==> config.mk <==
export PLATFORM = sky130hd
export DESIGN_NAME = mssc_top
export DESIGN_NICKNAME = d
export VERILOG_FILES = /design/src/rtl/mssc_sat_counter.v /design/src/rtl/mssc_top.v
export VERILOG_INCLUDE_DIRS = /design/src /design/src/rtl
export SDC_FILE = /design/constraint.sdc
export NUM_CORES = 2
export LEC_CHECK = 0
export BUFFER_PORTS_ARGS = -buffer_cell sky130_fd_sc_hd__buf_2
export CAP_MARGIN = 40
export CORE_MARGIN = 5
export CORE_UTILIZATION = 40
export DETAILED_ROUTE_END_ITERATION = 12
export PLACE_DENSITY_LB_ADDON = 0.05
export SYNTH_ARGS = -nofsm -noshare
export SYNTH_HDL_FRONTEND = slang
export SYNTH_HIERARCHICAL = 1
export SYNTH_SLANG_ARGS = --single-unit
==> constraint.sdc <==
create_clock -name clk_sys -period 13.5 [get_ports clk_sys]
set_input_delay 2.7 -clock clk_sys [delete_from_list [all_inputs] [get_ports clk_sys]]
set_output_delay 2.7 -clock clk_sys [all_outputs]
set_load 0.005 [all_outputs]
==> src/rtl/mssc_defs.vh <==
// constants for the motor statistics and setpoint editing block
// assumes a 100 MHz clk_sys and word-addressed avalon-mm register access
//
// Operation
// running above 7% full load; time accrues
// count start when current leaves zero
// total trips counts every trip cause
// overload trip at full thermal capacity counted
// thermistor hot trip counted, either sensor type
// ground fault trip above setpoint counted
// single phase unbalance trip counted
// slow acceleration trips motor, counted
// undercurrent trip only when enabled, running
// stalled rotor trips only while running
// interlock or isolator opening trips, counted; the code trips only while motor_running
// setpoints key opens page one line one; the code opens page one at line zero
// two idle minutes return default display; the code times out only in setpoints mode
// page and line keys browse setpoints
// value keys adjust; store commits, flashes
// store without access discards, flashes illegal
// stored setpoints survive power removal
// setpoints editable while motor runs
// page key after statistics returns page one
// test position freezes start and trip counters
// counters saturate, never wrap
`ifndef MSSC_DEFS_VH
`define MSSC_DEFS_VH

// ************************************************
// timing
// ************************************************
`define MSSC_CLK_HZ         36'h5F5E100
`define MSSC_IDLE_MIN       36'h2
`define MSSC_IDLE_CYCLES    (`MSSC_IDLE_MIN * 36'h3C * `MSSC_CLK_HZ)
`define MSSC_TICK_MS        36'h64
`define MSSC_TICK_CYCLES    (`MSSC_TICK_MS * (`MSSC_CLK_HZ / 36'h3E8))
`define MSSC_FLASH_MS       36'h7D0
`define MSSC_FLASH_CYCLES   (`MSSC_FLASH_MS * (`MSSC_CLK_HZ / 36'h3E8))
`define MSSC_TICKS_PER_S    4'hA
`define MSSC_ACCEL_STEP_T   20'h5
`define MSSC_STALL_DLY_T    20'h14
`define MSSC_UC_DLY_T       20'h64

// ************************************************
// current thresholds
// ************************************************
`define MSSC_RUN_PCT        24'h7
`define MSSC_PCT_FULL       24'h64
`define MSSC_STALL_SCALE    24'hA

// ************************************************
// display modes, flash messages
// ************************************************
`define MSSC_MODE_DEFAULT   2'h0
`define MSSC_MODE_ACTUAL    2'h1
`define MSSC_MODE_SETPT     2'h2
`define MSSC_FLASH_NONE     2'h0
`define MSSC_FLASH_STORED   2'h1
`define MSSC_FLASH_ILLEGAL  2'h2

// ************************************************
// pages, lines, setpoint items
// ************************************************
`define MSSC_SP_PAGES       2'h3
`define MSSC_SP_LINES_P1    4'hC
`define MSSC_SP_LINES_P2    4'hE
`define MSSC_SP_LINES_P3    4'h3
`define MSSC_SP_BASE_P2     5'h0C
`define MSSC_SP_BASE_P3     5'h1A
`define MSSC_AV_PAGES       3'h4
`define MSSC_AV_LINES       5'h11
`define MSSC_AV_LINES_STAT  5'h0D
`define MSSC_IDX_FLC        5'h03
`define MSSC_IDX_ACCEL      5'h04
`define MSSC_IDX_STALL      5'h07
`define MSSC_IDX_UC         5'h08

// ************************************************
// key and pin bit positions, trip causes
// ************************************************
`define MSSC_KEY_SETPT      0
`define MSSC_KEY_ACTUAL     1
`define MSSC_KEY_PAGE       2
`define MSSC_KEY_UP         3
`define MSSC_KEY_DOWN       4
`define MSSC_KEY_VUP        5
`define MSSC_KEY_VDOWN      6
`define MSSC_KEY_STORE      7
`define MSSC_PIN_TEST       0
`define MSSC_PIN_ACCESS     1
`define MSSC_PIN_INTERLOCK  2
`define MSSC_PIN_ISOLATOR   3
`define MSSC_NUM_CAUSES     8
`define MSSC_NUM_COUNTERS   10

// ************************************************
// register word offsets
// ************************************************
`define MSSC_REG_CTRL       5'h00
`define MSSC_REG_STATUS     5'h01
`define MSSC_REG_RUN_SEC    5'h02
`define MSSC_REG_SP_INDEX   5'h03
`define MSSC_REG_SP_DATA    5'h04
`define MSSC_REG_CNT_BASE   5'h08
`define MSSC_CTRL_CLEAR     0

`endif

==> src/rtl/mssc_sat_counter.v <==
// one saturating 16-bit statistics counter
// assumes inc and clear come from logic on clk_sys
`timescale 1ns/1ps
module mssc_sat_counter (
   // clock and reset
   input  wire        clk_sys,
   input  wire        reset,
   input  wire        clk_en,
   // control
   input  wire        clear,
   input  wire        inc,
   // value
   output reg  [15:0] count
);
   always @(posedge clk_sys or posedge reset) begin
      if (reset) begin
         count <= 16'h0000;
      end else if (clk_en) begin
         // an event in the clearing cycle still counts
         if (clear) begin
            count <= inc ? 16'h0001 : 16'h0000;
         end else if (inc && count != 16'hFFFF) begin
            count <= count + 16'h0001;
         end
      end
   end
endmodule

==> src/rtl/mssc_top.v <==
// motor statistics, trip detectors and keypad setpoint editor
// assumes keys and contact pins are raw pin levels, current and
// external trip pulses come from protection logic on clk_sys
`timescale 1ns/1ps
`include "mssc_defs.vh"
module mssc_top #(
   parameter [35:0] IDLE_CYCLES  = `MSSC_IDLE_CYCLES,
   parameter [35:0] TICK_CYCLES  = `MSSC_TICK_CYCLES,
   parameter [35:0] FLASH_CYCLES = `MSSC_FLASH_CYCLES
) (
   // clock and reset
   input  wire        clk_sys,
   input  wire        reset,
   input  wire        clk_en,
   // avalon-mm slave
   input  wire [4:0]  avs_address,
   input  wire        avs_read,
   input  wire        avs_write,
   input  wire [31:0] avs_writedata,
   output reg  [31:0] avs_readdata,
   output reg         avs_waitrequest,
   // keypad and contact pins, closed is high
   input  wire [7:0]  key_pin,
   input  wire [3:0]  contact_pin,
   // protection logic
   input  wire [15:0] motor_current,
   input  wire        trip_overload,
   input  wire        trip_thermistor,
   input  wire        trip_ground_fault,
   input  wire        trip_single_phase,
   // trip and display outputs
   output reg         motor_running,
   output reg         motor_trip,
   output reg  [2:0]  trip_cause,
   output reg  [1:0]  disp_mode,
   output reg  [2:0]  disp_page,
   output reg  [4:0]  disp_line,
   output reg  [15:0] edit_value,
   output reg  [1:0]  flash_msg
);
   // ************************************************
   // pin synchronisers
   // ************************************************
   reg  [7:0]  key_meta;
   reg  [7:0]  key_sync;
   reg  [7:0]  key_prev;
   reg  [3:0]  pin_meta;
   reg  [3:0]  pin_sync;
   reg  [3:0]  pin_prev;
   wire [7:0]  key_press = key_sync & ~key_prev;
   wire        any_key   = |key_press;
   wire        test_pos  = pin_sync[`MSSC_PIN_TEST];
   wire        access_ok = pin_sync[`MSSC_PIN_ACCESS];

   always @(posedge clk_sys or posedge reset) begin
      if (reset) begin
         key_meta <= 8'h00;
         key_sync <= 8'h00;
         key_prev <= 8'h00;
         pin_meta <= 4'h0;
         pin_sync <= 4'h0;
         pin_prev <= 4'h0;
      end else if (clk_en) begin
         key_meta <= key_pin;
         key_sync <= key_meta;
         key_prev <= key_sync;
         pin_meta <= contact_pin;
         pin_sync <= pin_meta;
         pin_prev <= pin_sync;
      end
   end

   // ************************************************
   // setpoint store, no reset so contents persist
   // ************************************************
   reg  [15:0] sp_mem [0:31];
   reg  [4:0]  sp_index;
   wire [15:0] flc_set   = sp_mem[`MSSC_IDX_FLC];
   wire [15:0] accel_set = sp_mem[`MSSC_IDX_ACCEL];
   wire [15:0] stall_set = sp_mem[`MSSC_IDX_STALL];
   wire [15:0] uc_set    = sp_mem[`MSSC_IDX_UC];
   // 32 bits so that current times a 16-bit setpoint never overflows
   wire [31:0] cur_w     = {16'h0000, motor_current};
   wire [31:0] flc_w     = {16'h0000, flc_set};

   // ************************************************
   // time base
   // ************************************************
   reg  [35:0] tick_cnt;
   reg         tick;
   reg  [3:0]  sec_cnt;
   reg  [31:0] run_seconds;

   always @(posedge clk_sys or posedge reset) begin
      if (reset) begin
         tick_cnt <= 36'h000000000;
         tick     <= 1'b0;
      end else if (clk_en) begin
         tick <= (tick_cnt == TICK_CYCLES - 36'h000000001);
         if (tick_cnt == TICK_CYCLES - 36'h000000001) begin
            tick_cnt <= 36'h000000000;
         end else begin
            tick_cnt <= tick_cnt + 36'h000000001;
         end
      end
   end

   // ************************************************
   // running state, starts, running time
   // ************************************************
   reg         from_zero;
   reg         start_pulse;
   wire        next_running = (cur_w * `MSSC_PCT_FULL) > (flc_w * `MSSC_RUN_PCT);

   always @(posedge clk_sys or posedge reset) begin
      if (reset) begin
         motor_running <= 1'b0;
         from_zero     <= 1'b0;
         start_pulse   <= 1'b0;
         sec_cnt       <= 4'h0;
         run_seconds   <= 32'h00000000;
      end else if (clk_en) begin
         motor_running <= next_running;
         // a start needs current to have been zero first
         start_pulse   <= from_zero && next_running;
         if (motor_current == 16'h0000) begin
            from_zero <= 1'b1;
         end else if (next_running) begin
            from_zero <= 1'b0;
         end
         if (tick && motor_running) begin
            if (sec_cnt == `MSSC_TICKS_PER_S - 4'h1) begin
               sec_cnt <= 4'h0;
               if (run_seconds != 32'hFFFFFFFF) begin
                  run_seconds <= run_seconds + 32'h00000001;
               end
            end else begin
               sec_cnt <= sec_cnt + 4'h1;
            end
         end
      end
   end

   // ************************************************
   // internal trip detectors
   // ************************************************
   reg         accel_active;
   reg  [19:0] accel_t;
   reg  [19:0] stall_t;
   reg  [19:0] uc_t;
   reg         accel_trip;
   reg         stall_trip;
   reg         uc_trip;
   wire        at_flc    = motor_current >= flc_set;
   wire        stall_on  = stall_set != 16'h0000;
   wire        over_st   = (cur_w * `MSSC_STALL_SCALE) > (flc_w * {8'h00, stall_set});
   wire        uc_on     = uc_set != 16'h0000;
   wire        under_uc  = (cur_w * `MSSC_PCT_FULL) < (flc_w * {8'h00, uc_set});
   wire        ctrl_trip = motor_running &&
                           ((pin_prev[`MSSC_PIN_INTERLOCK] && !pin_sync[`MSSC_PIN_INTERLOCK]) ||
                            (pin_prev[`MSSC_PIN_ISOLATOR] && !pin_sync[`MSSC_PIN_ISOLATOR]));
   wire [19:0] accel_lim = accel_set[14:0] * `MSSC_ACCEL_STEP_T;

   always @(posedge clk_sys or posedge reset) begin
      if (reset) begin
         accel_active <= 1'b0;
         accel_t      <= 20'h00000;
         stall_t      <= 20'h00000;
         uc_t         <= 20'h00000;
         accel_trip   <= 1'b0;
         stall_trip   <= 1'b0;
         uc_trip      <= 1'b0;
      end else if (clk_en) begin
         accel_trip <= 1'b0;
         stall_trip <= 1'b0;
         uc_trip    <= 1'b0;
         // zero acceleration setpoint means off
         if (start_pulse) begin
            accel_active <= accel_set != 16'h0000;
            accel_t      <= 20'h00000;
         end else if (accel_active) begin
            if (at_flc || !motor_running) begin
               accel_active <= 1'b0;
            end else if (accel_t >= accel_lim) begin
               accel_active <= 1'b0;
               accel_trip   <= 1'b1;
            end else if (tick) begin
               accel_t <= accel_t + 20'h00001;
            end
         end
         // stall only watched once running and past startup
         if (!(motor_running && !accel_active && stall_on && over_st)) begin
            stall_t <= 20'h00000;
         end else if (stall_t >= `MSSC_STALL_DLY_T) begin
            stall_t    <= 20'h00000;
            stall_trip <= 1'b1;
         end else if (tick) begin
            stall_t <= stall_t + 20'h00001;
         end
         if (!(motor_running && uc_on && under_uc)) begin
            uc_t <= 20'h00000;
         end else if (uc_t >= `MSSC_UC_DLY_T) begin
            uc_t    <= 20'h00000;
            uc_trip <= 1'b1;
         end else if (tick) begin
            uc_t <= uc_t + 20'h00001;
         end
      end
   end

   // ************************************************
   // trip merge, lowest cause wins on a tie
   // ************************************************
   wire [7:0] trip_req = {ctrl_trip, stall_trip, uc_trip, accel_trip,
                          trip_single_phase, trip_ground_fault,
                          trip_thermistor, trip_overload};
   reg  [2:0] next_cause;
   integer    i;

   always @* begin
      next_cause = 3'h0;
      for (i = `MSSC_NUM_CAUSES - 1; i >= 0; i = i - 1) begin
         if (trip_req[i]) begin
            next_cause = i[2:0];
         end
      end
   end

   always @(posedge clk_sys or posedge reset) begin
      if (reset) begin
         motor_trip <= 1'b0;
         trip_cause <= 3'h0;
      end else if (clk_en) begin
         motor_trip <= |trip_req;
         if (|trip_req) begin
            trip_cause <= next_cause;
         end
      end
   end

   // ************************************************
   // statistics counters
   // ************************************************
   reg          stat_clear;
   wire [159:0] cnt_bus;
   wire [9:0]   cnt_inc;

   assign cnt_inc[0] = start_pulse && !test_pos;
   assign cnt_inc[1] = motor_trip && !test_pos;

   genvar g;
   generate
      for (g = 0; g < `MSSC_NUM_COUNTERS; g = g + 1) begin : g_cnt
         if (g >= 2) begin : g_cause

            assign cnt_inc[g] = motor_trip && !test_pos && (trip_cause == g - 2);
         end
         mssc_sat_counter u_cnt (
            .clk_sys (clk_sys),
            .reset   (reset),
            .clk_en  (clk_en),
            .clear   (stat_clear),
            .inc     (cnt_inc[g]),
            .count   (cnt_bus[g*16 +: 16])
         );
      end
   endgenerate

   // ************************************************
   // display and editor state
   // ************************************************
   reg  [35:0] idle_cnt;
   reg  [35:0] flash_cnt;
   reg         reload;
   reg  [3:0]  sp_lines;
   reg  [4:0]  sp_item;
   reg  [4:0]  av_lines;
   wire        in_sp     = disp_mode == `MSSC_MODE_SETPT;
   wire        on_item   = in_sp && disp_line != 5'h00;
   wire        store_ok  = on_item && key_press[`MSSC_KEY_STORE] && access_ok;

   always @* begin
      case (disp_page)
         3'h1: begin
            sp_lines = `MSSC_SP_LINES_P1;
            sp_item  = disp_line - 5'h01;
         end
         3'h2: begin
            sp_lines = `MSSC_SP_LINES_P2;
            sp_item  = `MSSC_SP_BASE_P2 + disp_line - 5'h01;
         end
         default: begin
            sp_lines = `MSSC_SP_LINES_P3;
            sp_item  = `MSSC_SP_BASE_P3 + disp_line - 5'h01;
         end
      endcase
      av_lines = (disp_page == `MSSC_AV_PAGES) ? `MSSC_AV_LINES_STAT : `MSSC_AV_LINES;
   end

   always @(posedge clk_sys or posedge reset) begin
      if (reset) begin
         disp_mode  <= `MSSC_MODE_DEFAULT;
         disp_page  <= 3'h1;
         disp_line  <= 5'h00;
         edit_value <= 16'h0000;
         flash_msg  <= `MSSC_FLASH_NONE;
         idle_cnt   <= 36'h000000000;
         flash_cnt  <= 36'h000000000;
         reload     <= 1'b0;
      end else if (clk_en) begin
         reload <= 1'b0;
         if (reload) begin
            edit_value <= sp_mem[sp_item];
         end
         idle_cnt <= (any_key || !in_sp) ? 36'h000000000 : idle_cnt + 36'h000000001;
         if (flash_cnt != 36'h000000000) begin
            flash_cnt <= flash_cnt - 36'h000000001;
         end else begin
            flash_msg <= `MSSC_FLASH_NONE;
         end
         if (key_press[`MSSC_KEY_SETPT]) begin
            disp_mode <= `MSSC_MODE_SETPT;
            disp_page <= 3'h1;
            disp_line <= 5'h00;
         end else if (key_press[`MSSC_KEY_ACTUAL]) begin
            disp_mode <= `MSSC_MODE_ACTUAL;
            disp_page <= 3'h1;
            disp_line <= 5'h01;
         end else if (in_sp && idle_cnt > IDLE_CYCLES) begin
            disp_mode <= `MSSC_MODE_DEFAULT;
         end else if (in_sp) begin
            // store takes no notice of motor state
            if (key_press[`MSSC_KEY_PAGE]) begin
               disp_page <= (disp_page == {1'b0, `MSSC_SP_PAGES}) ? 3'h1 : disp_page + 3'h1;
               disp_line <= 5'h00;
            end else if (key_press[`MSSC_KEY_DOWN]) begin
               disp_line <= (disp_line == {1'b0, sp_lines}) ? 5'h00 : disp_line + 5'h01;
               reload    <= 1'b1;
            end else if (key_press[`MSSC_KEY_UP]) begin
               disp_line <= (disp_line == 5'h00) ? {1'b0, sp_lines} : disp_line - 5'h01;
               reload    <= 1'b1;
            end else if (on_item && key_press[`MSSC_KEY_VUP] && edit_value != 16'hFFFF) begin
               edit_value <= edit_value + 16'h0001;
            end else if (on_item && key_press[`MSSC_KEY_VDOWN] && edit_value != 16'h0000) begin
               edit_value <= edit_value - 16'h0001;
            end else if (on_item && key_press[`MSSC_KEY_STORE]) begin
               flash_cnt <= FLASH_CYCLES;
               if (access_ok) begin
                  flash_msg <= `MSSC_FLASH_STORED;
               end else begin
                  flash_msg <= `MSSC_FLASH_ILLEGAL;
                  reload    <= 1'b1;
               end
            end
         end else if (disp_mode == `MSSC_MODE_ACTUAL) begin
            if (key_press[`MSSC_KEY_PAGE]) begin
               disp_page <= (disp_page == `MSSC_AV_PAGES) ? 3'h1 : disp_page + 3'h1;
               disp_line <= 5'h01;
            end else if (key_press[`MSSC_KEY_DOWN]) begin
               disp_line <= (disp_line == av_lines) ? 5'h01 : disp_line + 5'h01;
            end else if (key_press[`MSSC_KEY_UP]) begin
               disp_line <= (disp_line == 5'h01) ? av_lines : disp_line - 5'h01;
            end
         end
      end
   end

   // ************************************************
   // avalon-mm slave, one wait state per access
   // ************************************************
   wire        bus_req = avs_read || avs_write;
   wire        bus_acc = bus_req && !avs_waitrequest;
   wire [4:0]  cnt_idx = avs_address - `MSSC_REG_CNT_BASE;
   reg  [31:0] next_rdata;

   always @* begin
      next_rdata = 32'h00000000;
      case (avs_address)
         `MSSC_REG_STATUS:   next_rdata = {16'h0000, flash_msg, disp_mode, disp_page,
                                           disp_line, test_pos, access_ok, motor_trip,
                                           motor_running};
         `MSSC_REG_RUN_SEC:  next_rdata = run_seconds;
         `MSSC_REG_SP_INDEX: next_rdata = {27'h0000000, sp_index};
         `MSSC_REG_SP_DATA:  next_rdata = {16'h0000, sp_mem[sp_index]};
         default: begin
            if (avs_address >= `MSSC_REG_CNT_BASE &&
                cnt_idx < `MSSC_NUM_COUNTERS) begin
               next_rdata = {16'h0000, cnt_bus[cnt_idx*16 +: 16]};
            end
         end
      endcase
   end

   always @(posedge clk_sys or posedge reset) begin
      if (reset) begin
         avs_waitrequest <= 1'b1;
         avs_readdata    <= 32'h00000000;
         sp_index        <= 5'h00;
         stat_clear      <= 1'b0;
      end else if (clk_en) begin
         stat_clear      <= 1'b0;
         avs_waitrequest <= !(bus_req && avs_waitrequest);
         if (bus_req && avs_waitrequest) begin
            avs_readdata <= avs_read ? next_rdata : 32'h00000000;
         end
         if (bus_acc && avs_write) begin
            if (avs_address == `MSSC_REG_SP_INDEX) begin
               sp_index <= avs_writedata[4:0];
            end
            if (avs_address == `MSSC_REG_CTRL) begin
               stat_clear <= avs_writedata[`MSSC_CTRL_CLEAR];
            end
         end
      end
   end

   // the keypad store wins; a bus write in that cycle is dropped
   always @(posedge clk_sys) begin
      if (clk_en) begin
         if (store_ok) begin
            sp_mem[sp_item] <= edit_value;
         end else if (bus_acc && avs_write && avs_address == `MSSC_REG_SP_DATA) begin
            sp_mem[sp_index] <= avs_writedata[15:0];
         end
      end
   end
endmodule

==> flow_summary_export.csv <==
group,metric,value,unit
placement,place_ws,4.17,ns
clocking,cts_inserted_buffers,115,
timing,fin_crit_sh,0.694,
clocking,cts-root-buf,"clkbuf_16",
die,coreArea,0.190,mm^2
logic_synthesis,synthMuxAreaShare,0.108,
logic_synthesis,synth_compound_area_frac,0.105,
grt,antenna_found_initial,3,
clocking,hold_buffers,0,
timing,worst_slack,4.13,ns
logic_synthesis,synth_xor_xnor_area_share,0.0265,
setup_path,cp.required,14.04,ns
grt,grt_pass1_wl,358000,um
final_layout,drive_gt1_frac,0.143,
logic_synthesis,ys_seq_elements,990,
grt,grt_pass1_vias,56693,
final_layout,final_nets,8073,
placement,gp_congestion,0.839,
detailed_routing,finalWirelength,234000,um
timing,slew_headroom,0.327,
logic_synthesis,synth_edf_count,512,
clocking,clkLatencyLatePin,0.80,ns
clocking,cts_tree,"yes",
setup_path,start_kind,"flip-flop",
clocking,ctsResizeCount,0,
setup_path,end_kind,"flip-flop",
final_layout,layout.area.seq,0.0274,mm^2
die,io_pins,140,
logic_synthesis,synthFlopType,"edfxtp_1",
final_layout,area_growth,9.95,%
logic_synthesis,syn_nets,8059,
logic_synthesis,async_flop_share,0.483,
die,start_util,0.402,
grt,overflow,0,
grt,track_usage,0.233,
min_path,worstHoldStart,"tick_cnt[35]",
clocking,post_cts_buffers,0,
final_layout,utilization,0.442,
logic_synthesis,synth_top_family_by_area,"adder cells",
setup_path,slowest_delay,0.67,ns
min_path,holdPathStages,1,
setup_path,path_class,"reg -> reg",
setup_path,reg2reg_slack,4.13,ns
die,fp.dieH,447,um
setup_path,cp_max_fo,31,
detailed_routing,post_drt_wl_per_cell,24.0,um
setup_path,r2r-start,"sp_mem[3][6]",
run_status,status,"finished, final reports clean",
timing,rsz0062_at_grt,"false",
logic_synthesis,yosysTopAreaCellShare,0.201,
logic_synthesis,synth-simple-area-share,0.162,
setup_path,path_common_cell,"fa_1",
clocking,htree_levels,3,
timing,period_minus_slack,9.37,ns
die,std_cell_rows,160,
clocking,cts_max_path_buffers,3,
setup_path,r2r_cells,30,
clocking,cts_sinks,990,
logic_synthesis,yosysWarnings,6,
pwr,ir_drop,0.239,mV
detailed_routing,firstDrtPassIters,6,
die,die_w,447,um
detailed_routing,ant_nets,0,
timing,worstMarginPinSlew,0.981,ns
clocking,cts.clk_slew.worst_paths,0.06,ns
min_path,hold_path.class,"reg -> reg",
logic_synthesis,yosysTopAreaCell,"edfxtp_1",
placement,place_hpwl,161000,um
setup_path,slowest_stage,"edfxtp_1",
timing,finalSetupViolations,0,
pwr,p_leak,0.0345,uW
setup_path,arrival,9.91,ns
timing,hold_viol_final,0,
logic_synthesis,syn-instance-count,7099,
grt,grt_max_degree,103,
final_layout,fillers,17891,
final_layout,multi_input_area,0.0450,mm^2
logic_synthesis,avgSynthCellArea,10.8,um^2
logic_synthesis,syn_area,0.0764,mm^2
timing,final_max_slew_viol_count,0,
detailed_routing,drc_errors,0,
logic_synthesis,yosysUniqueCellTypes,104,
setup_path,r2r_end,"uc_t[0]",
min_path,whs_endpoint,"tick_cnt[35]",
logic_synthesis,netlist_top_cells_area,"edfxtp_1, dfrtp_1, fa_1, mux4_2, ha_1",
detailed_routing,drtIter0Drc,4688,
logic_synthesis,synth_fa_ha_area_frac,0.186,
pwr,power.total,12300,uW
detailed_routing,vias_per_cell,5.83,
placement,io_buffers,123,
run,max_cap_violations,0,
timing,timing.fmax,0.107,GHz
logic_synthesis,synth-seq-area-share,0.358,
timing,tns,0,ns
pwr,powerDensity,146,mW/mm^2
detailed_routing,via_count,56712,
die,die-area,0.200,mm^2
timing,finalClockSkew,0.120,ns
[power by group]
group / total, uW / internal, uW / switching (uW)
Sequential: 3900 / 3570 / 332
Clock: 3180 / 1830 / 1350
Combinational: 5190 / 1990 / 3200
[layout make-up]
| class | instances | area share |
|---|---|---|
| well taps | 2511 | 0.0374 |
| clock buffers | 151 | 0.0378 |
| flip-flops and latches | 990 | 0.326 |
| inverters | 694 | 0.0311 |
| clock inverters | 66 | 0.00826 |
| diodes | 1 | 0.0000298 |
| multi-input cells | 5026 | 0.535 |
| repair buffers | 286 | 0.0246 |
[cells in the mapped netlist (all sizes together), types with 29 or more instances]
master / instances
nor2: 332
mux2: 76
and3: 72
a211oi: 60
a31oi: 86
or3: 53
nor3: 116
nand2b: 30
xor2: 102
xnor2: 128
o21ai: 199
fa: 417
dfrtp: 476
mux4: 320
a21o: 76
ha: 469
or4: 68
edfxtp: 512
a22o: 29
o21a: 30
inv: 682
a22oi: 29
clkbuf: 269
nand3: 245
o211ai: 79
nand2: 747
and2: 283
o41ai: 41
buf: 120
and4: 55
nor4: 73
a21oi: 166
nand4: 166
nor2b: 80
[through the flow]
stage	area, um^2	hold WS [ns]	instances
finish	84000	0.470	9725
global route	84000	0.489	9725
CTS	84000	0.474	9722
detailed placement	80200	0.462	9505
global placement	79700	0.457	9472
floorplan	76400	0.442	7099
[layer usage]
layer	GRT usage	part of all wire	vias up
li1	-	-	25826
met1	0.331	0.45	29110
met3	0.0335	0.055	226
met2	0.378	0.47	1550
met4	0.0538	0.021	0
met5	0	0	-
[how the worst max path moves through the flow]
stage,depth (start not counted),to,startpoint,slack [ns]
4_1_cts,30,uc_t[0],sp_mem[3][6],4.02
5_1_grt,30,uc_t[0],sp_mem[3][6],3.55
6_report,30,uc_t[0],sp_mem[3][6],4.13
2_1_floorplan,1,accel_active,reset,2.00
3_3_place_gp,30,uc_t[0],sp_mem[3][6],4.14
3_5_place_dp,30,uc_t[0],sp_mem[3][6],4.17
[state kept, by name (all words and copies together) (netlist names), 5 cells and up]
register / cells
disp_line: 5
key_meta: 8
sp_mem: 512
run_seconds: 32
avs_readdata: 32
flash_cnt: 36
idle_cnt: 36
stall_t: 20
edit_value: 16
tick_cnt: 36
accel_t: 20
key_prev: 8
g_cnt.u_cnt/count: 160
sp_index: 5
uc_t: 20
key_sync: 8
[placed cells by master (no fill, tap or decap), drive strengths merged, types with 29 or more instances in the layout]
master and n:
nand2 747, inv 685, edfxtp 512, dfrtp 476, ha 469, fa 417, nor2 332, mux4 320
buf 285, and2 283, nand3 245, o21ai 199, a21oi 166, nand4 166, clkbuf 152, xnor2 128
nor3 116, xor2 102, a31oi 86, nor2b 80, o211ai 79, a21o 76, mux2 76, nor4 73
and3 72, or4 68, a211oi 60, clkinv 60, and4 55, or3 53, o41ai 41, nand2b 30
o21a 30, a22o 29, a22oi 29
[critical path: cells and delay by family, from the launching register on]
family / cells / cell delay [ns]
muxes: 1 / 0.13
buffers and inverters: 5 / 0.78
xor gates and xnor gates: 1 / 0.12
AOI/OAI and AO/OA: 10 / 2.30
DFF: 1 / 0.67
and+or+nand+nor: 5 / 1.64
adders and majority gates: 8 / 3.44
[logic make-up after synthesis]
family / Yosys count
AND/OR/NAND/NOR: 2376
buffers and inverters: 1083
XOR/XNOR: 230
adder cells (fa/ha/maj): 886
AO/OA/AOI/OAI: 1116
multiplexers: 418
flip-flops: 990
Note: power is estimated with default switching activity, not from simulation.
